$ cat src/hw/adc_pkg.sv
package adc_pkg;
  // reset and settle timing
  localparam int POR_CYCLES = 1024; // core cycles held in reset after supply good
  localparam int VALID_PERIODS = 4480; // sample periods before data is valid
  // clock ratios in multiples of the sample rate
  localparam logic [9:0] RATIO_256 = 10'h100;
  localparam logic [9:0] RATIO_384 = 10'h180;
  localparam logic [9:0] RATIO_512 = 10'h200;
  localparam logic [9:0] RATIO_768 = 10'h300;
  localparam logic [10:0] TICK_STEP = 11'h100; // divided clock is 256 fs
  localparam logic [7:0] TICK_LAST = 8'hFF; // 256 divided ticks per sample
  // interface select codes {hi, lo}
  localparam logic [1:0] MODE_SLAVE = 2'h0;
  localparam logic [1:0] MODE_M512 = 2'h1;
  localparam logic [1:0] MODE_M384 = 2'h2;
  localparam logic [1:0] MODE_M256 = 2'h3;
  // format select codes {hi, lo}
  localparam logic [1:0] FMT_LJ24 = 2'h0;
  localparam logic [1:0] FMT_I2S24 = 2'h1;
  localparam logic [1:0] FMT_RJ24 = 2'h2;
  localparam logic [1:0] FMT_RJ20 = 2'h3;
  localparam logic [5:0] WORD_24 = 6'h18;
  localparam logic [5:0] WORD_20 = 6'h14;
  localparam logic [5:0] HALF_MASTER = 6'h20; // 32 bit slots per half frame
  // slave frame lengths and drift limits in bit clocks
  localparam logic [6:0] FRAME_48 = 7'h30;
  localparam logic [17:0] MUL_64 = 18'h00040;
  localparam logic [17:0] MUL_48 = 18'h00030;
  localparam logic [17:0] DRIFT_64 = 18'h00006;
  localparam logic [17:0] DRIFT_48 = 18'h00005;
  localparam int HPF_SHIFT = 10; // dc tracking time constant
  // serial pin group
  typedef struct packed {
    logic bclk;
    logic frame;
    logic sync;
  } link_pins_type;
  // one stereo sample
  typedef struct packed {
    logic signed [23:0] left;
    logic signed [23:0] right;
  } sample_pair_type;
  // conversion sequence
  typedef enum logic [1:0] {
    ST_RESET = 2'b00,
    ST_SETTLE = 2'b01,
    ST_RUN = 2'b10,
    ST_UNSYNC = 2'b11
  } run_state_type;
endpackage : adc_pkg

$ cat src/hw/stereo_adc_serial_audio_port.sv
`timescale 1ns/1ns
// sample buffer between decimator and serializer
module sample_fifo #(
  parameter int WIDTH = 48,
  parameter int DEPTH = 16
) (
  input wire logic core_clk,
  input wire logic rst_n,
  input wire logic [WIDTH-1:0] in_data,
  input wire logic in_valid,
  output logic in_ready,
  output logic [WIDTH-1:0] out_data,
  output logic out_valid,
  input wire logic out_ready
);
  localparam int AW = $clog2(DEPTH);
  logic [WIDTH-1:0] mem_q [DEPTH]; // storage
  logic [AW-1:0] wr_q; // write index
  logic [AW-1:0] rd_q; // read index
  logic [AW:0] cnt_q; // fill level
  logic push;
  logic pop;
  assign in_ready = cnt_q != (AW+1)'(DEPTH);
  assign out_valid = cnt_q != '0;
  assign out_data = mem_q[rd_q];
  assign push = in_valid && in_ready;
  assign pop = out_valid && out_ready;
  // storage write
  always_ff @(posedge core_clk) begin
    if (push) begin
      mem_q[wr_q] <= in_data;
    end
  end
  // pointers and level
  always_ff @(posedge core_clk or negedge rst_n) begin
    if (!rst_n) begin
      wr_q <= '0;
      rd_q <= '0;
      cnt_q <= '0;
    end else begin
      if (push) wr_q <= wr_q + 1'b1;
      if (pop) rd_q <= rd_q + 1'b1;
      cnt_q <= cnt_q + (AW+1)'(push) - (AW+1)'(pop);
    end
  end
endmodule : sample_fifo

// Contract
// - slave mode auto-detects 256/384/512/768 fs clock
// - divide system clock down to 256 fs
// - hold reset 1024 cycles, output zero
// - data valid after 4480 sample periods
// - mode pins pick slave or master ratio
// - master drives bit, frame, sync clocks
// - master sync spans each sample's bits
// - master bit clock is 64 per frame
// - slave shifts only while sync high
// - slave accepts 64 or 48 bits per frame
// - format pins pick LJ, I2S, RJ24, RJ20
// - decimate bitstream to one word per period
// - dc removal then multiplexed serial output
// - frame drift halts output to zero
// - power down stops logic, disables data
// - bypass pin skips dc removal
// - oversample pin picks 64 or 128
module stereo_adc_serial_audio_port #(
  parameter int VALID_PERIODS = adc_pkg::VALID_PERIODS,
  parameter int FIFO_DEPTH = 16
) (
  input wire logic core_clk,
  input wire logic rst_n,
  input wire logic power_down_n,
  input wire logic dc_filter_bypass,
  input wire logic oversample_ratio_sel,
  input wire logic interface_select_hi,
  input wire logic interface_select_lo,
  input wire logic format_select_hi,
  input wire logic format_select_lo,
  input wire logic mod_left_bit,
  input wire logic mod_right_bit,
  input wire logic serial_bit_clock_in,
  input wire logic channel_frame_clock_in,
  input wire logic data_valid_sync_in,
  output adc_pkg::link_pins_type link_out,
  output adc_pkg::link_pins_type link_oe,
  output logic serial_data_out,
  output logic serial_data_oe,
  output logic modulator_strobe,
  output logic samples_valid,
  output logic sync_lost
);
  import adc_pkg::*;

  localparam int NPIN = 10;
  logic [NPIN-1:0] pin_raw; // all control and link input pins
  logic [NPIN-1:0] s1_q; // first stage, read only by second
  logic [NPIN-1:0] s2_q;
  logic [NPIN-1:0] s3_q;
  logic [NPIN-1:0] pin_q; // accepted pin levels
  logic [2:0] link_prev_q; // last accepted bit, frame, sync
  assign pin_raw = {power_down_n, dc_filter_bypass, oversample_ratio_sel,
    interface_select_hi, interface_select_lo, format_select_hi, format_select_lo,
    serial_bit_clock_in, channel_frame_clock_in, data_valid_sync_in};

  // three-stage pin synchroniser, change taken when stages two and three agree
  for (genvar i = 0; i < NPIN; i++) begin : g_sync
    always_ff @(posedge core_clk or negedge rst_n) begin
      if (!rst_n) begin
        s1_q[i] <= 1'b0;
        s2_q[i] <= 1'b0;
        s3_q[i] <= 1'b0;
        pin_q[i] <= 1'b0;
      end else begin
        s1_q[i] <= pin_raw[i];
        s2_q[i] <= s1_q[i];
        s3_q[i] <= s2_q[i];
        if (s2_q[i] == s3_q[i]) pin_q[i] <= s3_q[i];
      end
    end
  end

  logic pd_n; // running when high
  logic bypass;
  logic osr128;
  logic [1:0] mode;
  logic [1:0] fmt;
  logic is_master;
  logic bck_fall;
  logic bck_rise;
  logic channel_frame_clock_edge;
  logic channel_frame_clock_rise;
  assign pd_n = pin_q[9];
  assign bypass = pin_q[8];
  assign osr128 = pin_q[7];
  assign mode = pin_q[6:5];
  assign fmt = pin_q[4:3];
  assign is_master = mode != MODE_SLAVE;
  assign bck_rise = pin_q[2] && !link_prev_q[2];
  assign bck_fall = !pin_q[2] && link_prev_q[2];
  assign channel_frame_clock_edge = pin_q[1] != link_prev_q[1];
  assign channel_frame_clock_rise = pin_q[1] && !link_prev_q[1];

  // edge history of slave pins
  always_ff @(posedge core_clk or negedge rst_n) begin
    if (!rst_n) link_prev_q <= 3'h0;
    else link_prev_q <= pin_q[2:0];
  end

  // nearest supported ratio of a measured frame length
  function automatic logic [9:0] classify(input logic [10:0] p);
    if (p < 11'h0C0) classify = 10'h000;
    else if (p < 11'h140) classify = RATIO_256;
    else if (p < 11'h1C0) classify = RATIO_384;
    else if (p < 11'h280) classify = RATIO_512;
    else if (p < 11'h380) classify = RATIO_768;
    else classify = 10'h000;
  endfunction : classify

  logic [10:0] period_cnt_q; // core cycles in current frame
  logic [6:0] bits_cnt_q; // bit clocks in current frame
  logic [6:0] frame_bits_q; // bit clocks in last frame
  logic [9:0] ratio_q; // locked slave ratio, zero when unlocked
  logic sync_lost_q;
  logic [10:0] meas;
  logic [10:0] diff;
  logic [17:0] lhs;
  logic [17:0] rhs;
  logic drift;
  // drift test of last frame against the locked ratio
  always_comb begin
    meas = period_cnt_q + 11'h001;
    diff = (meas > {1'b0, ratio_q}) ? meas - {1'b0, ratio_q} : {1'b0, ratio_q} - meas;
    if (frame_bits_q == FRAME_48) begin
      lhs = {7'h00, diff} * MUL_48;
      rhs = {8'h00, ratio_q} * DRIFT_48;
    end else begin
      lhs = {7'h00, diff} * MUL_64;
      rhs = {8'h00, ratio_q} * DRIFT_64;
    end
    drift = lhs > rhs;
  end

  // slave clock ratio detection and frame length
  always_ff @(posedge core_clk or negedge rst_n) begin
    if (!rst_n) begin
      period_cnt_q <= 11'h000;
      bits_cnt_q <= 7'h00;
      frame_bits_q <= 7'h40;
      ratio_q <= 10'h000;
      sync_lost_q <= 1'b0;
    end else if (!pd_n || is_master) begin
      period_cnt_q <= 11'h000;
      bits_cnt_q <= 7'h00;
      ratio_q <= 10'h000;
      sync_lost_q <= 1'b0;
    end else if (channel_frame_clock_rise) begin
      period_cnt_q <= 11'h000;
      bits_cnt_q <= 7'h00;
      frame_bits_q <= bits_cnt_q;
      if (ratio_q == 10'h000) begin
        ratio_q <= classify(meas);
      end else if (drift) begin
        ratio_q <= classify(meas);
        sync_lost_q <= 1'b1;
      end else begin
        sync_lost_q <= 1'b0;
      end
    end else begin
      if (period_cnt_q != 11'h7FF) period_cnt_q <= period_cnt_q + 11'h001;
      if (bck_rise && bits_cnt_q != 7'h7F) bits_cnt_q <= bits_cnt_q + 7'h01;
    end
  end

  logic [9:0] eff_ratio; // ratio in use
  // master ratio from mode pins, slave ratio from detector
  always_comb begin
    case (mode)
      MODE_M512: eff_ratio = RATIO_512;
      MODE_M384: eff_ratio = RATIO_384;
      MODE_M256: eff_ratio = RATIO_256;
      default: eff_ratio = ratio_q;
    endcase
  end

  logic [10:0] div_acc_q; // fractional divider accumulator
  logic [10:0] div_sum;
  logic tick; // 256 fs tick
  logic [7:0] tick_cnt_q; // ticks within sample period
  logic strobe_q; // modulator bit strobe
  logic sample_end;
  assign div_sum = div_acc_q + TICK_STEP;
  assign tick = pd_n && eff_ratio != 10'h000 && div_sum >= {1'b0, eff_ratio};
  assign sample_end = tick && tick_cnt_q == TICK_LAST;

  // divide system clock to 256 fs and strobe the modulator at 64 or 128 fs
  always_ff @(posedge core_clk or negedge rst_n) begin
    if (!rst_n) begin
      div_acc_q <= 11'h000;
      tick_cnt_q <= 8'h00;
      strobe_q <= 1'b0;
    end else if (!pd_n) begin
      div_acc_q <= 11'h000;
      tick_cnt_q <= 8'h00;
      strobe_q <= 1'b0;
    end else begin
      if (tick) begin
        div_acc_q <= div_sum - {1'b0, eff_ratio};
        tick_cnt_q <= tick_cnt_q + 8'h01;
      end else if (eff_ratio != 10'h000) begin
        div_acc_q <= div_sum;
      end
      strobe_q <= tick && (osr128 ? !tick_cnt_q[0] : tick_cnt_q[1:0] == 2'h0);
    end
  end

  run_state_type state_q;
  logic [9:0] por_cnt_q;
  logic [12:0] settle_cnt_q;
  // reset hold, settle count and sync loss handling
  always_ff @(posedge core_clk or negedge rst_n) begin
    if (!rst_n) begin
      state_q <= ST_RESET;
      por_cnt_q <= 10'h000;
      settle_cnt_q <= 13'h0000;
    end else if (!pd_n) begin
      state_q <= ST_RESET;
      por_cnt_q <= 10'h000;
    end else begin
      case (state_q)
        ST_RESET: begin
          por_cnt_q <= por_cnt_q + 10'h001;
          settle_cnt_q <= 13'h0000;
          if (por_cnt_q == 10'(POR_CYCLES - 1)) state_q <= ST_SETTLE;
        end
        ST_SETTLE: begin
          // the first boundary may come at once, so one more is counted for whole periods
          if (sample_end) begin
            settle_cnt_q <= settle_cnt_q + 13'h0001;
            if (settle_cnt_q == 13'(VALID_PERIODS)) state_q <= ST_RUN;
          end
        end
        ST_RUN: begin
          if (sync_lost_q) state_q <= ST_UNSYNC;
        end
        ST_UNSYNC: begin
          if (!sync_lost_q) state_q <= ST_RUN;
        end
        default: state_q <= ST_RESET;
      endcase
    end
  end

  logic run;
  logic [1:0] mod_bits;
  logic signed [23:0] chan_word [2]; // filtered words per channel
  assign run = state_q == ST_RUN;
  assign mod_bits = {mod_right_bit, mod_left_bit};

  // per channel boxcar decimator and dc removal
  for (genvar ch = 0; ch < 2; ch++) begin : g_chan
    logic signed [8:0] integ_q; // bitstream sum over one period
    logic signed [23:0] dc_q; // running dc estimate
    logic signed [8:0] integ_n;
    logic signed [23:0] raw;
    logic signed [23:0] hp;
    always_comb begin
      integ_n = integ_q + (strobe_q ? (mod_bits[ch] ? 9'h001 : 9'h1FF) : 9'h000);
      raw = osr128 ? {integ_n, 15'h0000} : {integ_n[7:0], 16'h0000};
      hp = raw - dc_q;
      chan_word[ch] = bypass ? raw : hp;
    end
    always_ff @(posedge core_clk or negedge rst_n) begin
      if (!rst_n) begin
        integ_q <= 9'h000;
        dc_q <= 24'h000000;
      end else if (!pd_n) begin
        integ_q <= 9'h000;
      end else if (sample_end) begin
        integ_q <= 9'h000;
        dc_q <= dc_q + (hp >>> HPF_SHIFT);
      end else begin
        integ_q <= integ_n;
      end
    end
  end

  sample_pair_type pend_q; // word waiting for buffer space
  logic pend_valid_q;
  logic fifo_in_ready;
  logic [47:0] fifo_out;
  logic fifo_out_valid;
  logic fifo_pop;
  // hand samples to the buffer, holding while it is full
  always_ff @(posedge core_clk or negedge rst_n) begin
    if (!rst_n) begin
      pend_q <= '0;
      pend_valid_q <= 1'b0;
    end else if (sample_end) begin
      pend_q.left <= run ? chan_word[0] : 24'h000000;
      pend_q.right <= run ? chan_word[1] : 24'h000000;
      pend_valid_q <= 1'b1;
    end else if (fifo_in_ready) begin
      pend_valid_q <= 1'b0;
    end
  end

  sample_fifo #(.WIDTH(48), .DEPTH(FIFO_DEPTH)) u_fifo (
    .core_clk(core_clk),
    .rst_n(rst_n),
    .in_data(pend_q),
    .in_valid(pend_valid_q),
    .in_ready(fifo_in_ready),
    .out_data(fifo_out),
    .out_valid(fifo_out_valid),
    .out_ready(fifo_pop)
  );

  logic [5:0] word_len;
  logic [5:0] half_len;
  logic [5:0] data_start;
  assign word_len = (fmt == FMT_RJ20) ? WORD_20 : WORD_24;
  assign half_len = is_master ? HALF_MASTER : frame_bits_q[6:1];
  // first data slot of a half frame
  always_comb begin
    case (fmt)
      FMT_LJ24: data_start = 6'h00;
      FMT_I2S24: data_start = 6'h01;
      default: data_start = half_len - word_len;
    endcase
  end

  // slot inside data window, msb first, zero elsewhere
  function automatic logic slot_bit(input logic [23:0] w, input logic [5:0] p,
      input logic [5:0] st, input logic [5:0] wl);
    logic [5:0] k;
    k = p - st;
    if (p >= st && k < wl) slot_bit = w[5'(6'h17 - k)];
    else slot_bit = 1'b0;
  endfunction : slot_bit

  logic [2:0] half_cnt_q; // core cycles in half bit clock
  logic [5:0] bit_pos_q; // master bit slot within frame
  logic [5:0] pos_q; // slot within half frame
  logic bclk_q;
  logic frame_q;
  logic sync_q;
  logic sdata_q;
  sample_pair_type cur_q; // pair being sent
  logic master_fall;
  logic [5:0] bit_pos_n;
  logic slave_shift;
  logic left_half;
  logic [23:0] half_word;
  assign master_fall = is_master && bclk_q && half_cnt_q == eff_ratio[9:7] - 3'h1;
  assign bit_pos_n = bit_pos_q + 6'h01;
  assign slave_shift = !is_master && bck_fall && pin_q[0];
  assign left_half = (fmt == FMT_I2S24) ? !pin_q[1] : pin_q[1];
  assign fifo_pop = (master_fall && bit_pos_n == 6'h00) ||
    (!is_master && channel_frame_clock_edge && left_half);
  // a pop loads cur_q at the same edge, so its first bit comes straight from the buffer
  assign half_word = fifo_pop ? ((fifo_out_valid && run) ? fifo_out[47:24] : 24'h000000) :
    ((is_master ? !bit_pos_n[5] : left_half) ? cur_q.left : cur_q.right);

  // bit clock divider and serial shifter
  always_ff @(posedge core_clk or negedge rst_n) begin
    if (!rst_n) begin
      half_cnt_q <= 3'h0;
      bit_pos_q <= 6'h3F;
      pos_q <= 6'h00;
      bclk_q <= 1'b0;
      frame_q <= 1'b0;
      sync_q <= 1'b0;
      sdata_q <= 1'b0;
      cur_q <= '0;
    end else if (!pd_n) begin
      half_cnt_q <= 3'h0;
      bclk_q <= 1'b0;
      sync_q <= 1'b0;
      sdata_q <= 1'b0;
    end else begin
      if (fifo_pop) cur_q <= (fifo_out_valid && run) ? fifo_out : '0;
      else if (!run) cur_q <= '0;
      if (is_master) begin
        if (half_cnt_q == eff_ratio[9:7] - 3'h1) begin
          half_cnt_q <= 3'h0;
          bclk_q <= !bclk_q;
        end else begin
          half_cnt_q <= half_cnt_q + 3'h1;
        end
        if (master_fall) begin
          bit_pos_q <= bit_pos_n;
          pos_q <= {1'b0, bit_pos_n[4:0]};
          frame_q <= (fmt == FMT_I2S24) ? bit_pos_n[5] : !bit_pos_n[5];
          sync_q <= {1'b0, bit_pos_n[4:0]} >= data_start &&
            {1'b0, bit_pos_n[4:0]} - data_start < word_len;
          sdata_q <= run && slot_bit(half_word, {1'b0, bit_pos_n[4:0]}, data_start, word_len);
        end
      end else if (channel_frame_clock_edge) begin
        pos_q <= 6'h00;
        sdata_q <= run && slot_bit(half_word, 6'h00, data_start, word_len);
      end else if (slave_shift) begin
        pos_q <= pos_q + 6'h01;
        sdata_q <= run && slot_bit(half_word, pos_q + 6'h01, data_start, word_len);
      end
      if (!run) sdata_q <= 1'b0;
    end
  end

  // pin drive and status outputs
  always_ff @(posedge core_clk or negedge rst_n) begin
    if (!rst_n) begin
      link_out <= '0;
      link_oe <= '0;
      serial_data_out <= 1'b0;
      serial_data_oe <= 1'b0;
      modulator_strobe <= 1'b0;
      samples_valid <= 1'b0;
      sync_lost <= 1'b0;
    end else begin
      link_out <= '{bclk: bclk_q, frame: frame_q, sync: sync_q};
      link_oe <= (is_master && pd_n) ? 3'h7 : 3'h0;
      serial_data_out <= sdata_q;
      serial_data_oe <= pd_n;
      modulator_strobe <= strobe_q;
      samples_valid <= run;
      sync_lost <= sync_lost_q;
    end
  end

  AST_ZERO_OUT: assert property (@(posedge core_clk) disable iff (!rst_n)
    !run |=> !sdata_q) else $error("data not zero outside run");
  AST_POR_HOLD: assert property (@(posedge core_clk) disable iff (!rst_n)
    state_q == ST_RESET && por_cnt_q != 10'h3FF |=> state_q == ST_RESET)
    else $error("reset left early");
  AST_SETTLE: assert property (@(posedge core_clk) disable iff (!rst_n)
    state_q == ST_SETTLE |=> !samples_valid) else $error("valid during settle");
  AST_DIV512: assert property (@(posedge core_clk) disable iff (!rst_n)
    eff_ratio == RATIO_512 && $stable(eff_ratio) && tick |=> !tick)
    else $error("512 fs divide wrong");
  AST_BITSTEP: assert property (@(posedge core_clk) disable iff (!rst_n)
    is_master && $past(is_master) && $changed(bit_pos_q) |-> bit_pos_q == $past(bit_pos_q) + 6'h01)
    else $error("master bit slot skipped");
  AST_FALL_ALIGN: assert property (@(posedge core_clk) disable iff (!rst_n)
    is_master && $past(pd_n) && $changed(sync_q) |-> $fell(bclk_q))
    else $error("sync not on falling edge");
  AST_GATE: assert property (@(posedge core_clk) disable iff (!rst_n)
    !is_master && !pin_q[0] && !channel_frame_clock_edge && run |=> $stable(pos_q))
    else $error("slave shifted without sync");
  AST_DRIFT: assert property (@(posedge core_clk) disable iff (!rst_n)
    run && sync_lost_q && pd_n |=> state_q == ST_UNSYNC) else $error("drift not halted");
  AST_PD: assert property (@(posedge core_clk) disable iff (!rst_n)
    !pd_n |=> !serial_data_oe ##1 state_q == ST_RESET) else $error("power down ignored");
  AST_DIR: assert property (@(posedge core_clk) disable iff (!rst_n)
    is_master && pd_n |=> link_oe == 3'h7) else $error("master pins not driven");
  AST_RATIO: assert property (@(posedge core_clk) disable iff (!rst_n)
    ratio_q == 10'h000 || ratio_q == RATIO_256 || ratio_q == RATIO_384 ||
    ratio_q == RATIO_512 || ratio_q == RATIO_768) else $error("bad locked ratio");
  COV_RUN: cover property (@(posedge core_clk) disable iff (!rst_n) $rose(run));
  COV_LOST: cover property (@(posedge core_clk) disable iff (!rst_n) $rose(sync_lost_q));
  COV_FULL: cover property (@(posedge core_clk) disable iff (!rst_n) !fifo_in_ready);
endmodule : stereo_adc_serial_audio_port

$ cat config.mk
export PLATFORM = sky130hd
export DESIGN_NAME = stereo_adc_serial_audio_port
export DESIGN_NICKNAME = d
export VERILOG_FILES = /design/src/hw/adc_pkg.sv /design/src/hw/stereo_adc_serial_audio_port.sv
export SDC_FILE = /design/constraint.sdc
export NUM_CORES = 2
export LEC_CHECK = 0
export BUFFER_PORTS_ARGS = -buffer_cell sky130_fd_sc_hd__buf_2
export CORE_MARGIN = 5
export CORE_UTILIZATION = 45
export DETAILED_ROUTE_END_ITERATION = 10
export REMOVE_ABC_BUFFERS = 1
export SYNTH_ARGS = -nofsm -noshare
export SYNTH_HDL_FRONTEND = slang
export SYNTH_SLANG_ARGS = --single-unit
export TNS_END_PERCENT = 100
$ cat constraint.sdc
create_clock -name core_clk -period 7.9 [get_ports core_clk]
set_input_delay 0 -clock core_clk [delete_from_list [all_inputs] [get_ports core_clk]]
set_output_delay 0 -clock core_clk [all_outputs]
set_load 0.03 [all_outputs]
==> flow_summary.yaml <==
grt:
  gr-total-overflow: 0
  track_usage_pct: 20.1
  grt_max_degree: 135
  grt_pass1_wl_um: 179000
  grt_pass1_vias: 28400
  antenna_found_initial: 6
routing:
  drcViolationCount: 0
  drt-total-wl_um: 117000
  first_pass_iters: 5
  dr.first_iter.drc_count: 2290
  via_per_inst: 5.72
  num_vias: 28400
  postRouteAntennaNets: 0
  wl_per_cell_um: 23.6
timing:
  fin_crit_sh_pct: 89.3
  slew_violations: 0
  skew_ps: 21.9
  fin_tns_setup_ps: 0
  maxSlewHeadroom_pct: 20.2
  fin_crit_ps: 7060
  hold_viol_final: 0
  setup_viol: 0
  fmax_mhz: 142
  fin_ws_ps: 842
  rsz0062_at_grt: "no"
  fin_hold_ws_ps: 54.2
  tightest_slew_ps: 1190
worst_setup_path:
  crit_type: "flop to flop"
  arrival_ps: 7650
  path_buf_inv: 1
  critPathRequiredTime_ps: 8490
  cp_top_family: "adder cells"
  cp-end-kind: "flop"
  cp_max_fo: 15
  cpPeakStageDelay_ps: 570
  rrSetupSlack_ps: 840
  start_kind: "flop"
  cp_common_cell: "ha_1"
  cpMaxStageDelayCell: "xor2_1"
clock_tree:
  cts_resized: 0
  ctsRootBufferMaster: "clkbuf_16"
  tritoncts: "done"
  clk_latency_ps: 690
  cts_setup_buffers: 0
  clkSinkCount: 1081
  htreeDepth: 3
  cts_made_buffers: 111
  clk_pin_slew_ps: 60
  cts_buffer_depth: 3
min_path:
  hold_path_class: "input pin to flop"
logic_synthesis:
  netlist.area_leader.share_pct: 46.8
  syn_inst: 3403
  seq_area_frac_synth_pct: 62.7
  synth.avg_cell_area_um2: 14.5
  ys.flop_type: "edfxtp_1"
  async_flop_share_pct: 29.0
  synth-seq-cells: 1081
  yosysTopAreaCell: "edfxtp_1"
  synth_edf_count: 768
  synth_cell_types: 90
  syn_area_mm2: 0.0493
  synth_area_leaders: "edfxtp_1 47%, dfrtp_1 16%, mux4_2 8.0%, ha_1 3.9%, mux2i_1 3.3%"
  ys_warn_count: 0
final_layout:
  postLayoutCellArea_mm2: 0.0549
  drive_above_1_share_pct: 14.5
  area_growth_pct: 11.3
  seq_area_mm2: 0.0309
  multi_input_area_mm2: 0.0174
  instances_no_fill: 4962
  fillerInstances: 9074
  nets: 3627
power:
  ir_drop_v: 0.000297
  power_density_mw_per_mm2: 253
  power_leakage_nw: 19.1
  swShare_pct: 26.8
  power_frac_comb_pct: 18.3
  clkPwrFrac_pct: 37.2
  sequentialPowerShare_pct: 44.5
  switchingPower_mw: 3.71
  p_int_mw: 10.2
place:
  place_congestion: 0.810
  place_inst: 4727
  place_area_mm2: 0.0510
  hpwl_um: 69200
  pre_cts_ws_ps: 930
  io_buffers: 24
floorplanning:
  pin_count: 25
  coreArea_mm2: 0.109
  rows: 121
  start_util_pct: 45.3
  dieWidth_um: 341
  die_h_um: 341
  dieArea_mm2: 0.116
job:
  cap_violations: 0
run_status:
  status: "finished clean"
==> cells in the mapped netlist, drive strengths merged, types with 78 or more instances <==
cell type  number
nand2         247
clkbuf         95
mux2i         161
mux4          176
xnor2         107
a21oi         107
ha            152
xor2           83
inv           106
o21ai         208
dfrtp         306
nand3          78
nor2          145
edfxtp        768
==> metal layers <==
metal	vias up	part of all wire, %	global-route usage (%)
li1	13100	-	-
met1	14500	43	27.7
met2	662	49	33.9
met3	161	5.5	3.16
met4	2	2.2	4.72
met5	-	0.011	0
==> kinds of logic after synthesis <==
| logic type | synth area share [%] |
|---|---|
| AND/OR/NAND/NOR | 7.09 |
| flip-flops | 62.7 |
| adder cells (fa/ha/maj) | 4.63 |
| buffers and inverters | 2.32 |
| XOR/XNOR | 3.39 |
| AO/OA/AOI/OAI | 7.80 |
| multiplexers | 12.1 |
==> metrics by stage <==
step | utilization (%) | total power, mW
detailed placement | 46.9 | 8.83
CTS | 50.4 | 14.0
finish | 50.4 | 13.9
global placement | 46.9 | 8.81
global route | 50.4 | 14.6
floorplan | - | 8.27
==> sequential cells by signal, summed over array words and instances (netlist names), 4 cells and up <==
name	cells
u_fifo.mem_q	768
cur_q	48
g_chan.dc_q	48
pend_q	48
g_chan.integ_q	18
settle_cnt_q	13
period_cnt_q	11
por_cnt_q	10
s1_q	10
s2_q	10
s3_q	10
tick_cnt_q	8
bits_cnt_q	7
frame_bits_q	7
bit_pos_q	6
pos_q	6
u_fifo.cnt_q	5
div_acc_q	4
u_fifo.rd_q	4
u_fifo.wr_q	4
==> layout make-up <==
class | count | share of cell area (%)
well taps | 1414 | 3.22
inverters | 106 | 0.727
clock buffers | 150 | 5.59
repair buffers | 97 | 1.46
diodes | 1 | 0.00456
multi-input cells | 2052 | 31.6
clock inverters | 61 | 1.01
flip-flops and latches | 1081 | 56.3
==> path summary, 6_finish.rpt <==
kind,startpoint,to,cells after the start
worst max-delay path,period_cnt_q[1],ratio_q[8],27
worst min-delay path,mod_right_bit,g_chan[1].integ_q[8],6
worst max register to register,period_cnt_q[1],ratio_q[8],27
worst min register to register,s1_q[3],s2_q[3],0
max in group asynchronous,rst_n,u_fifo.rd_q[1],5
min in group asynchronous,rst_n,bit_pos_q[0],3
==> worst register-to-register path: stages, from the launching register on <==
cell and delay, ps:
dfrtp_1 560, ha_1 390, and4_1 340, nand4_1 130, xor2_1 570, inv_1 100, ha_1 410, nand2_1 120
or4_1 570, nand3_2 130, a31oi_4 190, nor2_1 160, xor2_1 340, ha_1 250, fa_1 230, a41oi_2 140
maj3_1 410, o21bai_1 170, xnor2_1 130, o21ai_0 120, ha_1 360, o21ai_0 80, nand2b_1 80, a21oi_1 70
o21ai_0 340, o21a_1 190, o21a_1 200, mux2i_1 200
==> repair_timing <==
action / CTS / global route
hold buffers: 23 / 0
setup endpoints to repair: 0 / 0
hold endpoints to repair: 127 / 0
==> layout by cell type (no fill, tap or decap), types with 83 or more instances in the layout <==
cell       instances
clkbuf_16        112
o21ai_0          204
edfxtp_1         768
a21oi_1          107
nand2_1          247
mux4_2           176
xor2_1            83
ha_1             152
nor2_1           140
inv_1            104
xnor2_1          106
dfrtp_1          303
mux2i_1          161
==> power groups by stage <==
stage	Combinational, mW	Clock (mW)	Sequential (mW)
after floorplan	1.98	0	6.29
after global placement	2.52	0	6.29
after detailed placement	2.53	0	6.29
after CTS	2.56	5.26	6.18
after global routing	2.87	5.50	6.19
final	2.55	5.16	6.18
(Power assumes the default switching activity.)
